[src/logic/fsa_pkg.sv]
// Constants shared by the flow sample averager and its helpers
// ==========================================================================
// Notes on behaviour
// - Ready for host access within 25 ms of power-up
// - Ready again within 25 ms after soft reset
// - Flow value and high flag refresh at 2000 Hz
// - Temperature and air flag refresh near 83 Hz
// - Start command begins back-to-back 0.5 ms samples
// - Result is mean of samples since last readout
// - After 100 ms, smoothing with factor 0.0125 seeded by mean
// - Each sample updates smoothed state; readout returns it
// - Flag bit 5 shows smoothing is active
// - Temperature sampled every 12 ms, never averaged
// - High flow sets flag bit 1 until flags read
// - Air in line sets flag bit 0 until flags read
// - Failure flag reports any event since last readout
// - Active-low alert low on new data, released by flow read
// - Start commands pick water or alcohol calibration
// - Read words are 16 bits plus an 8-bit checksum
// - Heater off after reset; first result 12.5 ms after start (12 ms warm-up, then one 0.5 ms sample)
// ==========================================================================
`default_nettype none
package fsa_pkg;
   // ========================================================================
   // Clock and timing
   localparam int unsigned CLK_HZ           = 250_000_000;
   localparam int unsigned FLOW_RATE_HZ     = 2000;
   localparam int unsigned FLOW_PERIOD_CYC  = CLK_HZ / FLOW_RATE_HZ;
   localparam int unsigned TEMP_PERIOD_US   = 12000;
   localparam int unsigned TEMP_PERIOD_CYC  = CLK_HZ / 1_000_000 * TEMP_PERIOD_US;
   localparam int unsigned READY_TIME_US    = 25000;
   localparam int unsigned READY_CYC        = CLK_HZ / 1_000_000 * READY_TIME_US;
   localparam int unsigned FIRST_RESULT_US  = 12000;
   localparam int unsigned FIRST_RESULT_CYC = CLK_HZ / 1_000_000 * FIRST_RESULT_US;
   localparam int unsigned SMOOTH_WINDOW_MS = 100;
   localparam int unsigned SMOOTH_SAMPLES   = SMOOTH_WINDOW_MS * FLOW_RATE_HZ / 1000;
   localparam int unsigned ALPHA_DIV        = 80;   // Smoothing factor 0.0125 = 1/80
   localparam int unsigned EMA_FRAC         = 8;
   // ========================================================================
   // Widths
   localparam int unsigned WORD_W = 16;
   localparam int unsigned CRC_W  = 8;
   localparam int unsigned ADDR_W = 3;
   localparam int unsigned CNT_W  = 32;
   // ========================================================================
   // Register offsets
   localparam logic [ADDR_W-1:0] REG_CMD    = 3'h0;
   localparam logic [ADDR_W-1:0] REG_FLOW   = 3'h1;
   localparam logic [ADDR_W-1:0] REG_TEMP   = 3'h2;
   localparam logic [ADDR_W-1:0] REG_FLAGS  = 3'h3;
   localparam logic [ADDR_W-1:0] REG_STATUS = 3'h4;
   // ========================================================================
   // Commands
   localparam logic [WORD_W-1:0] CMD_START_WATER   = 16'h3608;
   localparam logic [WORD_W-1:0] CMD_START_ALCOHOL = 16'h3615;
   localparam logic [WORD_W-1:0] CMD_STOP          = 16'h3FF9;
   localparam logic [WORD_W-1:0] CMD_SOFT_RESET    = 16'h0006;
   // ========================================================================
   // Flag word bits
   localparam int unsigned FLAG_AIR_BIT    = 0;
   localparam int unsigned FLAG_HIGH_BIT   = 1;
   localparam int unsigned FLAG_SMOOTH_BIT = 5;
   // Status word bits
   localparam int unsigned STAT_READY_BIT   = 0;
   localparam int unsigned STAT_MEAS_BIT    = 1;
   localparam int unsigned STAT_ALCOHOL_BIT = 2;
   localparam int unsigned STAT_HEATER_BIT  = 3;
   // ========================================================================
   // Checksum
   localparam logic [CRC_W-1:0] CRC_POLY = 8'h31;
   localparam logic [CRC_W-1:0] CRC_INIT = 8'hFF;
   // ========================================================================
   // Control states
   typedef enum logic [1:0] {
      ST_BOOT,
      ST_IDLE,
      ST_WARMUP,
      ST_MEASURE
   } fsa_state_t;
endpackage
`default_nettype wire

[src/logic/fsa_avg_if.sv]
// Interface between the controller and the flow averager
`timescale 1ns/1ps
`default_nettype none
interface fsa_avg_if #(
   parameter int unsigned W = 16
);
   logic                sample_stb;
   logic signed [W-1:0] sample;
   logic                restart;
   logic signed [W-1:0] result;
   logic                smoothing;
   // Controller side
   modport ctrl (output sample_stb, sample, restart, input result, smoothing);
   // Averager side
   modport avg (input sample_stb, sample, restart, output result, smoothing);
endinterface
`default_nettype wire

[src/logic/fsa_crc8.sv]
// Checksum over one 16-bit read word
`timescale 1ns/1ps
`default_nettype none
module fsa_crc8 #(
   parameter int unsigned         DW   = 16,
   parameter logic [7:0]          POLY = 8'h31,
   parameter logic [7:0]          INIT = 8'hFF
) (
   // Word in, checksum out
   input  wire logic [DW-1:0] data,
   output logic      [7:0]    crc
);
   // ========================================================================
   // Bitwise shift register, most significant bit first
   always_comb begin
      logic [7:0] c;
      c = INIT;
      for (int i = DW - 1; i >= 0; i--) begin
         if (c[7] ^ data[i]) begin
            c = {c[6:0], 1'b0} ^ POLY;
         end else begin
            c = {c[6:0], 1'b0};
         end
      end
      crc = c;
   end
endmodule // fsa_crc8
`default_nettype wire

[src/logic/fsa_averager.sv]
// Flow averager: arithmetic mean, then exponential smoothing
`timescale 1ns/1ps
`default_nettype none
module fsa_averager #(
   parameter int unsigned W       = 16,
   parameter int unsigned SAMPLES = 200,
   parameter int unsigned DIV     = 80,
   parameter int unsigned FRAC    = 8
) (
   // Clock, reset, enable
   input  wire logic clk,
   input  wire logic srst,
   input  wire logic ce,
   // Samples in, result out
   fsa_avg_if.avg    av
);
   localparam int unsigned NW = $clog2(SAMPLES + 1);
   localparam int unsigned SW = W + NW + 1;
   localparam int unsigned EW = W + FRAC + 1;

   if (SAMPLES < 2 || DIV < 2) begin : g_bad_param
      $error("fsa_averager: window or divisor too small");
   end

   logic signed [SW-1:0] sum_reg;
   logic        [NW-1:0] cnt_reg;
   logic signed [EW-1:0] ema_reg;
   logic signed [W-1:0]  result_reg;
   logic                 smooth_reg;
   logic signed [SW-1:0] sum_next;
   logic        [NW-1:0] cnt_next;
   logic signed [SW-1:0] mean_next;
   logic signed [EW-1:0] x_fx;
   logic signed [EW-1:0] ema_next;
   logic signed [EW-1:0] seed_fx;

   // ========================================================================
   // Next-value arithmetic
   always_comb begin
      sum_next  = av.restart ? SW'(av.sample) : sum_reg + SW'(av.sample);
      cnt_next  = av.restart ? NW'(1) : cnt_reg + NW'(1);
      mean_next = sum_next / $signed({1'b0, cnt_next});
      x_fx      = EW'(av.sample) <<< FRAC;
      ema_next  = ema_reg + (x_fx - ema_reg) / $signed(EW'(DIV));
      seed_fx   = EW'(mean_next) <<< FRAC;
   end

   // Sum, count and smoothing state
   always_ff @(posedge clk) begin
      if (srst) begin
         sum_reg    <= '0;
         cnt_reg    <= '0;
         ema_reg    <= '0;
         smooth_reg <= 1'b0;
      end else if (ce) begin
         if (av.sample_stb && smooth_reg && !av.restart) begin
            ema_reg <= ema_next;
         end else if (av.sample_stb) begin
            sum_reg <= sum_next;
            cnt_reg <= cnt_next;
            if (cnt_next == NW'(SAMPLES)) begin
               smooth_reg <= 1'b1;
               ema_reg    <= seed_fx;
            end else begin
               smooth_reg <= 1'b0;
            end
         end else if (av.restart) begin
            sum_reg    <= '0;
            cnt_reg    <= '0;
            smooth_reg <= 1'b0;
         end
      end
   end

   // Reported value, refreshed on every sample
   always_ff @(posedge clk) begin
      if (srst) begin
         result_reg <= '0;
      end else if (ce && av.sample_stb) begin
         if (smooth_reg && !av.restart) begin
            result_reg <= W'(ema_next >>> FRAC);
         end else begin
            result_reg <= W'(mean_next);
         end
      end
   end

   assign av.result    = result_reg;
   assign av.smoothing = smooth_reg;
endmodule // fsa_averager
`default_nettype wire

[src/logic/fsa_top.sv]
// Flow sensor output logic: sampling, averaging, flags and register port
//
// Local design decisions: strobed register access and the register addresses.
`timescale 1ns/1ps
`default_nettype none
module fsa_top #(
   parameter int unsigned FLOW_PERIOD  = fsa_pkg::FLOW_PERIOD_CYC,
   parameter int unsigned TEMP_PERIOD  = fsa_pkg::TEMP_PERIOD_CYC,
   parameter int unsigned READY_DELAY  = fsa_pkg::READY_CYC,
   parameter int unsigned FIRST_DELAY  = fsa_pkg::FIRST_RESULT_CYC,
   parameter int unsigned SAMPLES      = fsa_pkg::SMOOTH_SAMPLES
) (
   // Clock, reset, enable
   input  wire logic                          clk,
   input  wire logic                          srst,
   input  wire logic                          ce,
   // Register port
   input  wire logic [fsa_pkg::ADDR_W-1:0]    addr,
   input  wire logic [fsa_pkg::WORD_W-1:0]    wdata,
   input  wire logic                          wr_stb,
   input  wire logic                          rd_stb,
   output logic [fsa_pkg::WORD_W+fsa_pkg::CRC_W-1:0] rdata,
   // Front-end measurements
   input  wire logic signed [fsa_pkg::WORD_W-1:0] flow_in,
   input  wire logic                          high_flow_in,
   input  wire logic                          air_in,
   input  wire logic signed [fsa_pkg::WORD_W-1:0] temp_in,
   // Front-end control and alert pin
   output logic                               heater_on,
   output logic                               calib_alcohol,
   output logic                               new_data_alert_n
);
   localparam int unsigned W  = fsa_pkg::WORD_W;
   localparam int unsigned CW = fsa_pkg::CNT_W;

   if (FLOW_PERIOD < 2 || TEMP_PERIOD < FLOW_PERIOD || READY_DELAY < 1 ||
       FIRST_DELAY < 1 || SAMPLES < 2) begin : g_bad_param
      $error("fsa_top: timing parameters out of range");
   end

   // ========================================================================
   // Address decode helper
   function automatic logic hit(input logic [fsa_pkg::ADDR_W-1:0] a,
                                input logic [fsa_pkg::ADDR_W-1:0] r);
      hit = (a == r);
   endfunction

   fsa_pkg::fsa_state_t state_reg;
   logic [CW-1:0]       wait_cnt_reg;
   logic [CW-1:0]       flow_cnt_reg;
   logic [CW-1:0]       temp_cnt_reg;
   logic                alcohol_reg;
   logic                heater_reg;
   logic                air_flag_reg;
   logic                high_flag_reg;
   logic                alert_n_reg;
   logic signed [W-1:0] temp_reg;
   logic [W+fsa_pkg::CRC_W-1:0] rdata_reg;
   logic [W-1:0]        rd_word;
   logic [7:0]          rd_crc;
   logic                flow_tick;
   logic                temp_tick;
   logic                measuring;
   logic                ready;
   logic                cmd_wr;
   logic                flow_rd;
   logic                flags_rd;
   logic [W-1:0]        flag_word;
   logic [W-1:0]        status_word;

   // Carrier between the controller and the averager
   fsa_avg_if #(.W(W)) av ();

   // ========================================================================
   // Access qualifiers
   assign ready     = (state_reg != fsa_pkg::ST_BOOT);
   assign measuring = (state_reg == fsa_pkg::ST_MEASURE);
   assign cmd_wr    = ce && wr_stb && ready && hit(addr, fsa_pkg::REG_CMD);
   assign flow_rd   = ce && rd_stb && ready && hit(addr, fsa_pkg::REG_FLOW);
   assign flags_rd  = ce && rd_stb && ready && hit(addr, fsa_pkg::REG_FLAGS);

   // ========================================================================
   // Control sequence: boot, idle, warm-up, measure
   always_ff @(posedge clk) begin
      if (srst) begin
         state_reg    <= fsa_pkg::ST_BOOT;
         wait_cnt_reg <= '0;
      end else if (ce) begin
         case (state_reg)
            fsa_pkg::ST_BOOT: begin
               if (wait_cnt_reg >= CW'(READY_DELAY - 1)) begin
                  state_reg    <= fsa_pkg::ST_IDLE;
                  wait_cnt_reg <= '0;
               end else begin
                  wait_cnt_reg <= wait_cnt_reg + CW'(1);
               end
            end
            fsa_pkg::ST_IDLE: begin
               wait_cnt_reg <= '0;
               if (cmd_wr && (wdata == fsa_pkg::CMD_START_WATER ||
                              wdata == fsa_pkg::CMD_START_ALCOHOL)) begin
                  state_reg <= fsa_pkg::ST_WARMUP;
               end
            end
            fsa_pkg::ST_WARMUP: begin
               if (wait_cnt_reg >= CW'(FIRST_DELAY - 1)) begin
                  state_reg    <= fsa_pkg::ST_MEASURE;
                  wait_cnt_reg <= '0;
               end else begin
                  wait_cnt_reg <= wait_cnt_reg + CW'(1);
               end
            end
            // Leaves only on stop or soft reset
            fsa_pkg::ST_MEASURE: begin
               wait_cnt_reg <= '0;
            end
            default: begin
               state_reg    <= fsa_pkg::ST_BOOT;
               wait_cnt_reg <= '0;
            end
         endcase
         // Stop and soft reset override any state once ready
         if (cmd_wr && wdata == fsa_pkg::CMD_STOP) begin
            state_reg    <= fsa_pkg::ST_IDLE;
            wait_cnt_reg <= '0;
         end
         if (cmd_wr && wdata == fsa_pkg::CMD_SOFT_RESET) begin
            state_reg    <= fsa_pkg::ST_BOOT;
            wait_cnt_reg <= '0;
         end
      end
   end

   // ========================================================================
   // Calibration select and heater
   always_ff @(posedge clk) begin
      if (srst) begin
         alcohol_reg <= 1'b0;
         heater_reg  <= 1'b0;
      end else if (ce) begin
         if (cmd_wr && state_reg == fsa_pkg::ST_IDLE &&
             wdata == fsa_pkg::CMD_START_WATER) begin
            alcohol_reg <= 1'b0;
            heater_reg  <= 1'b1;
         end else if (cmd_wr && state_reg == fsa_pkg::ST_IDLE &&
                      wdata == fsa_pkg::CMD_START_ALCOHOL) begin
            alcohol_reg <= 1'b1;
            heater_reg  <= 1'b1;
         end else if (cmd_wr && (wdata == fsa_pkg::CMD_STOP ||
                                 wdata == fsa_pkg::CMD_SOFT_RESET)) begin
            heater_reg <= 1'b0;
            if (wdata == fsa_pkg::CMD_SOFT_RESET) begin
               alcohol_reg <= 1'b0;
            end
         end
      end
   end

   // ========================================================================
   // Flow sample period, back to back while measuring
   always_ff @(posedge clk) begin
      if (srst) begin
         flow_cnt_reg <= '0;
      end else if (ce) begin
         if (!measuring || flow_cnt_reg >= CW'(FLOW_PERIOD - 1)) begin
            flow_cnt_reg <= '0;
         end else begin
            flow_cnt_reg <= flow_cnt_reg + CW'(1);
         end
      end
   end
   assign flow_tick = ce && measuring && (flow_cnt_reg == CW'(FLOW_PERIOD - 1));

   // Temperature sample period
   always_ff @(posedge clk) begin
      if (srst) begin
         temp_cnt_reg <= '0;
      end else if (ce) begin
         if (!measuring || temp_cnt_reg >= CW'(TEMP_PERIOD - 1)) begin
            temp_cnt_reg <= '0;
         end else begin
            temp_cnt_reg <= temp_cnt_reg + CW'(1);
         end
      end
   end
   assign temp_tick = ce && measuring && (temp_cnt_reg == CW'(TEMP_PERIOD - 1));

   // Latest temperature, no averaging
   always_ff @(posedge clk) begin
      if (srst) begin
         temp_reg <= '0;
      end else if (temp_tick) begin
         temp_reg <= temp_in;
      end
   end

   // ========================================================================
   // Averager hookup; flow readout restarts the window
   // A read in a tick cycle opens the new window with that sample
   assign av.sample_stb = flow_tick;
   assign av.sample     = flow_in;
   assign av.restart    = flow_rd;

   fsa_averager #(
      .W       (W),
      .SAMPLES (SAMPLES),
      .DIV     (fsa_pkg::ALPHA_DIV),
      .FRAC    (fsa_pkg::EMA_FRAC)
   ) u_avg (
      .clk  (clk),
      .srst (srst),
      .ce   (ce),
      .av   (av)
   );

   // ========================================================================
   // Sticky failure flags; a new event beats the read clear
   // Air is judged at the temperature rate, high flow at the flow rate
   always_ff @(posedge clk) begin
      if (srst) begin
         high_flag_reg <= 1'b0;
         air_flag_reg  <= 1'b0;
      end else if (ce) begin
         if (flow_tick && high_flow_in) begin
            high_flag_reg <= 1'b1;
         end else if (flags_rd) begin
            high_flag_reg <= 1'b0;
         end
         if (temp_tick && air_in) begin
            air_flag_reg <= 1'b1;
         end else if (flags_rd) begin
            air_flag_reg <= 1'b0;
         end
      end
   end

   // New-data alert: low after a sample, high after a flow read
   always_ff @(posedge clk) begin
      if (srst) begin
         alert_n_reg <= 1'b1;
      end else if (ce) begin
         if (flow_tick) begin
            alert_n_reg <= 1'b0;
         end else if (flow_rd) begin
            alert_n_reg <= 1'b1;
         end
      end
   end

   // ========================================================================
   // Read words
   always_comb begin
      flag_word = '0;
      flag_word[fsa_pkg::FLAG_AIR_BIT]    = air_flag_reg;
      flag_word[fsa_pkg::FLAG_HIGH_BIT]   = high_flag_reg;
      flag_word[fsa_pkg::FLAG_SMOOTH_BIT] = av.smoothing;
      status_word = '0;
      status_word[fsa_pkg::STAT_READY_BIT]   = ready;
      status_word[fsa_pkg::STAT_MEAS_BIT]    = measuring;
      status_word[fsa_pkg::STAT_ALCOHOL_BIT] = alcohol_reg;
      status_word[fsa_pkg::STAT_HEATER_BIT]  = heater_reg;
   end

   // Zero before ready keeps an early poll from seeing stale data
   // Word select; nothing answers before ready
   always_comb begin
      rd_word = '0;
      if (ready) begin
         case (addr)
            fsa_pkg::REG_FLOW:   rd_word = av.result;
            fsa_pkg::REG_TEMP:   rd_word = temp_reg;
            fsa_pkg::REG_FLAGS:  rd_word = flag_word;
            fsa_pkg::REG_STATUS: rd_word = status_word;
            default:             rd_word = '0;
         endcase
      end
   end

   fsa_crc8 #(
      .DW   (W),
      .POLY (fsa_pkg::CRC_POLY),
      .INIT (fsa_pkg::CRC_INIT)
   ) u_crc (
      .data (rd_word),
      .crc  (rd_crc)
   );

   // Read data with checksum, valid the cycle after the strobe
   always_ff @(posedge clk) begin
      if (srst) begin
         rdata_reg <= '0;
      end else if (ce && rd_stb) begin
         rdata_reg <= {rd_word, rd_crc};
      end
   end

   // ========================================================================
   // Outputs
   assign rdata            = rdata_reg;
   assign heater_on        = heater_reg;
   assign calib_alcohol    = alcohol_reg;
   assign new_data_alert_n = alert_n_reg;
endmodule // fsa_top
`default_nettype wire

[config.mk]
export PLATFORM = sky130hd
export DESIGN_NAME = fsa_top
export DESIGN_NICKNAME = d
export VERILOG_FILES = /design/src/logic/fsa_pkg.sv /design/src/logic/fsa_avg_if.sv /design/src/logic/fsa_crc8.sv /design/src/logic/fsa_averager.sv /design/src/logic/fsa_top.sv
export SDC_FILE = /design/constraint.sdc
export NUM_CORES = 1
export LEC_CHECK = 0
export ABC_CLOCK_PERIOD_IN_PS = 84600
export BUFFER_PORTS_ARGS = -buffer_cell sky130_fd_sc_hd__buf_4
export CORE_ASPECT_RATIO = 0.9
export CORE_MARGIN = 2
export CORE_UTILIZATION = 65
export DETAILED_ROUTE_END_ITERATION = 12
export GPL_ROUTABILITY_DRIVEN = 0
export PLACE_DENSITY_LB_ADDON = 0.25
export SLEW_MARGIN = 20
export SYNTH_ARGS = -nofsm -noshare
export SYNTH_HDL_FRONTEND = slang
export SYNTH_SLANG_ARGS = --single-unit
[constraint.sdc]
create_clock -name clk -period 84.6 [get_ports clk]
set_clock_uncertainty 0.05 [all_clocks]
set_input_delay 0 -clock clk [delete_from_list [all_inputs] [get_ports clk]]
set_output_delay 0 -clock clk [all_outputs]
set_load 0.05 [all_outputs]
==> out/results.txt <==
Worst R2R End: u_avg.ema_reg[22]
CP endpoint kind: register
Main flop type after synthesis: dfxtp_1
Worst reg2reg path depth: 330
Avg Inst Size Synth: 7.070 µm²
Synth Net Count: 4,664
Fmax: 12.88 MHz
Slew Limit Fails: 0
Area leader, netlist: dfxtp_1
Post-Route WL: 92.31 mm
Number of synthesized flops with an enable pin: 0
H-tree lvl count: 1
Post-CTS sizing: 0
Starting density of the core: 65.97%
Worst hold-check path type: primary input to register
Synth area leaders: dfxtp_1, ha_1, nor2_1
Worst-Skew Late Latency: 0.56 ns
Hold path endpoint: u_avg.sum_reg[14]
CP most frequent cell: o21a_1
Antenna violations before repair: 1
Post-synth ARST share: 0%
Worst Setup Path Type: register to register
Final Core Density: 70.57%
Drt drc: 0
Final HPWL DP: 69.28 mm
DRT Pass-1 Iters: 7
Via count: 33,720
CTS Hold Buffers Added: 45
Hold path cells: 5
Final hold slack: 0.02344 ns
Num CTS Buffers: 23
Post-CTS setup buffer count: 0
Most common cell after layout, fill and taps aside: nor2_1
CTS tree: yes
Post-synthesis sequential area ratio: 14.18%
Worst path max stage delay: 0.80 ns
Core area: 46,640 µm²
R2r setup slk: 6.93 ns
RSZ-0062 raised after global routing: false
Crit-path max FO: 57
Cells after Synth: 4,352
Die Height: 210.4 µm
Final net count: 4,680
Startpoint class of the critical path: register
Commonest cells after routing, fill and taps aside: nor2_1, nand2_1, a21oi_1
Post-synth cell types: 128
Clock root buffer: clkbuf_16
Final hold violation count: 0
Status: complete, no violations
Yosys top cell area share: 14.18%
Period Utilization, post-route: 91.81%
Io pins: 85
Worst r2r src: state_reg[0]
Layout Area Growth over Synthesis: 6.970%
Normalized max-slew margin: 17.34%
GR Overflow Total: 0
Die Width: 233.3 µm
DR vias/cell: 6.744
Largest net degree at the start of global routing: 79
Period minus WS final: 77.67 ns
Clock transition at the registers of the reported paths: 0.06 ns
ANT cells: 0
Max-cap viol count: 0
Critical Path RT: 85.00 ns
DP Worst Slack: 9.014 ns
Critical Path Source: state_reg[0]
WL/cell: 18.47 µm
Arr. time, crit path: 78.07 ns
Synth warnings: 0
Clk buf depth: 3
Wire length of the first global-routing pass: 149.3 mm
Setup slack after layout: 6.930 ns
Buffers on Ports: 84
GRT Total Usage: 35.92%
Post-Syn Area: 30,770 µm²
Setup Viol. Count Final: 0
Initial drt markers: 3,492
Clock sink count: 218
DRT antenna net count: 0
Die area: 49,090 µm²
Layout cell share with drive strength beyond 1: 7.438%
Row count: 75
Vias in the first global route: 30,220
Slowest-stage cell, CP: a21oi_1
Post-synthesis register bit count: 218
Hold path start: flow_in[14]
Setup TNS: 0 ns
Worst slew pin tran: 1.224 ns
-- per-stage QoR --
stage | cell area [µm²] | cells
after global routing | 32910 | 4999
after global placement | 31680 | 4914
final | 32910 | 4999
after detailed placement | 31680 | 4914
after CTS | 32910 | 4999
after floorplan | 30770 | 4352
-- synth_stat cells, drive strengths merged, types with 12 or more instances --
library cell / instances
a31oi: 56
o21ai: 234
o311ai: 15
o31a: 15
o21a: 134
or2: 45
buf: 44
a2111oi: 16
and4: 16
nor2: 509
nor4: 54
mux2i: 60
and2: 59
o21bai: 33
nor3: 218
a211o: 14
a22oi: 26
or3: 68
nor2b: 49
o211a: 12
o31ai: 38
nand2b: 42
o211ai: 52
xor2: 122
clkbuf: 121
nand4: 64
inv: 121
or4: 16
and3: 61
a21o: 69
ha: 252
a211oi: 56
a311oi: 17
xnor2: 183
nand3: 166
a21boi: 20
nand3b: 12
nand2: 420
a21oi: 370
mux2: 48
o22ai: 23
dfxtp: 218
nor3b: 17
-- routing by layer --
layer  track usage [%]  up-vias  wire length [µm]
met4             14.50        0              4097
met3             5.100      284              8025
met2             57.42     1596             40380
met1             48.50    15610             39810
met5                 0        -                 0
li1                  -    16220                 -
-- worst max path at each step --
stage                   endpoint  slack, ns  cells after the start
3_3_place_gp   u_avg.ema_reg[22]      12.03                    333
3_5_place_dp   u_avg.ema_reg[22]       9.01                    330
6_report       u_avg.ema_reg[22]       6.93                    330
2_1_floorplan  u_avg.ema_reg[22]      17.52                    365
4_1_cts        u_avg.ema_reg[22]       8.67                    330
5_1_grt        u_avg.ema_reg[22]       0.31                    331
-- layout make-up --
cell class                      instances  area, µm²
Clock buffer                           30      621.8
Inverter                              122      459.2
Timing Repair Buffer                  156       1284
Multi-Input combinational cell       3847      25250
Fill cell                            3914      13730
Sequential cell                       218       4364
Tap cell                              616      770.7
Clock inverter                         10      157.7
-- critical path, delay by kind of cell, from the launching register on --
| family | cells | cell delay, ns |
|---|---|---|
| XOR/XNOR | 1 | 0.12 |
| AND/OR/NAND/NOR | 98 | 23.56 |
| AO/OA/AOI/OAI | 177 | 41.54 |
| buffers and inverters | 19 | 1.90 |
| adder cells (fa/ha/maj) | 28 | 8.40 |
| flip-flops | 1 | 0.41 |
| multiplexers | 7 | 1.49 |
-- cells by family after synthesis --
kind of cell             Yosys count  synth area share, %
adder cells (fa/ha/maj)          256                10.44
XOR/XNOR                         305                8.682
flip-flops                       218                14.18
buffers and inverters            287                3.810
multiplexers                     108                3.709
AO/OA/AOI/OAI                   1332                29.46
AND/OR/NAND/NOR                 1846                29.72
Power is left out: the tool's default activity adds up to more than one toggle a clock period on the data nets, which glitch-free logic cannot reach.
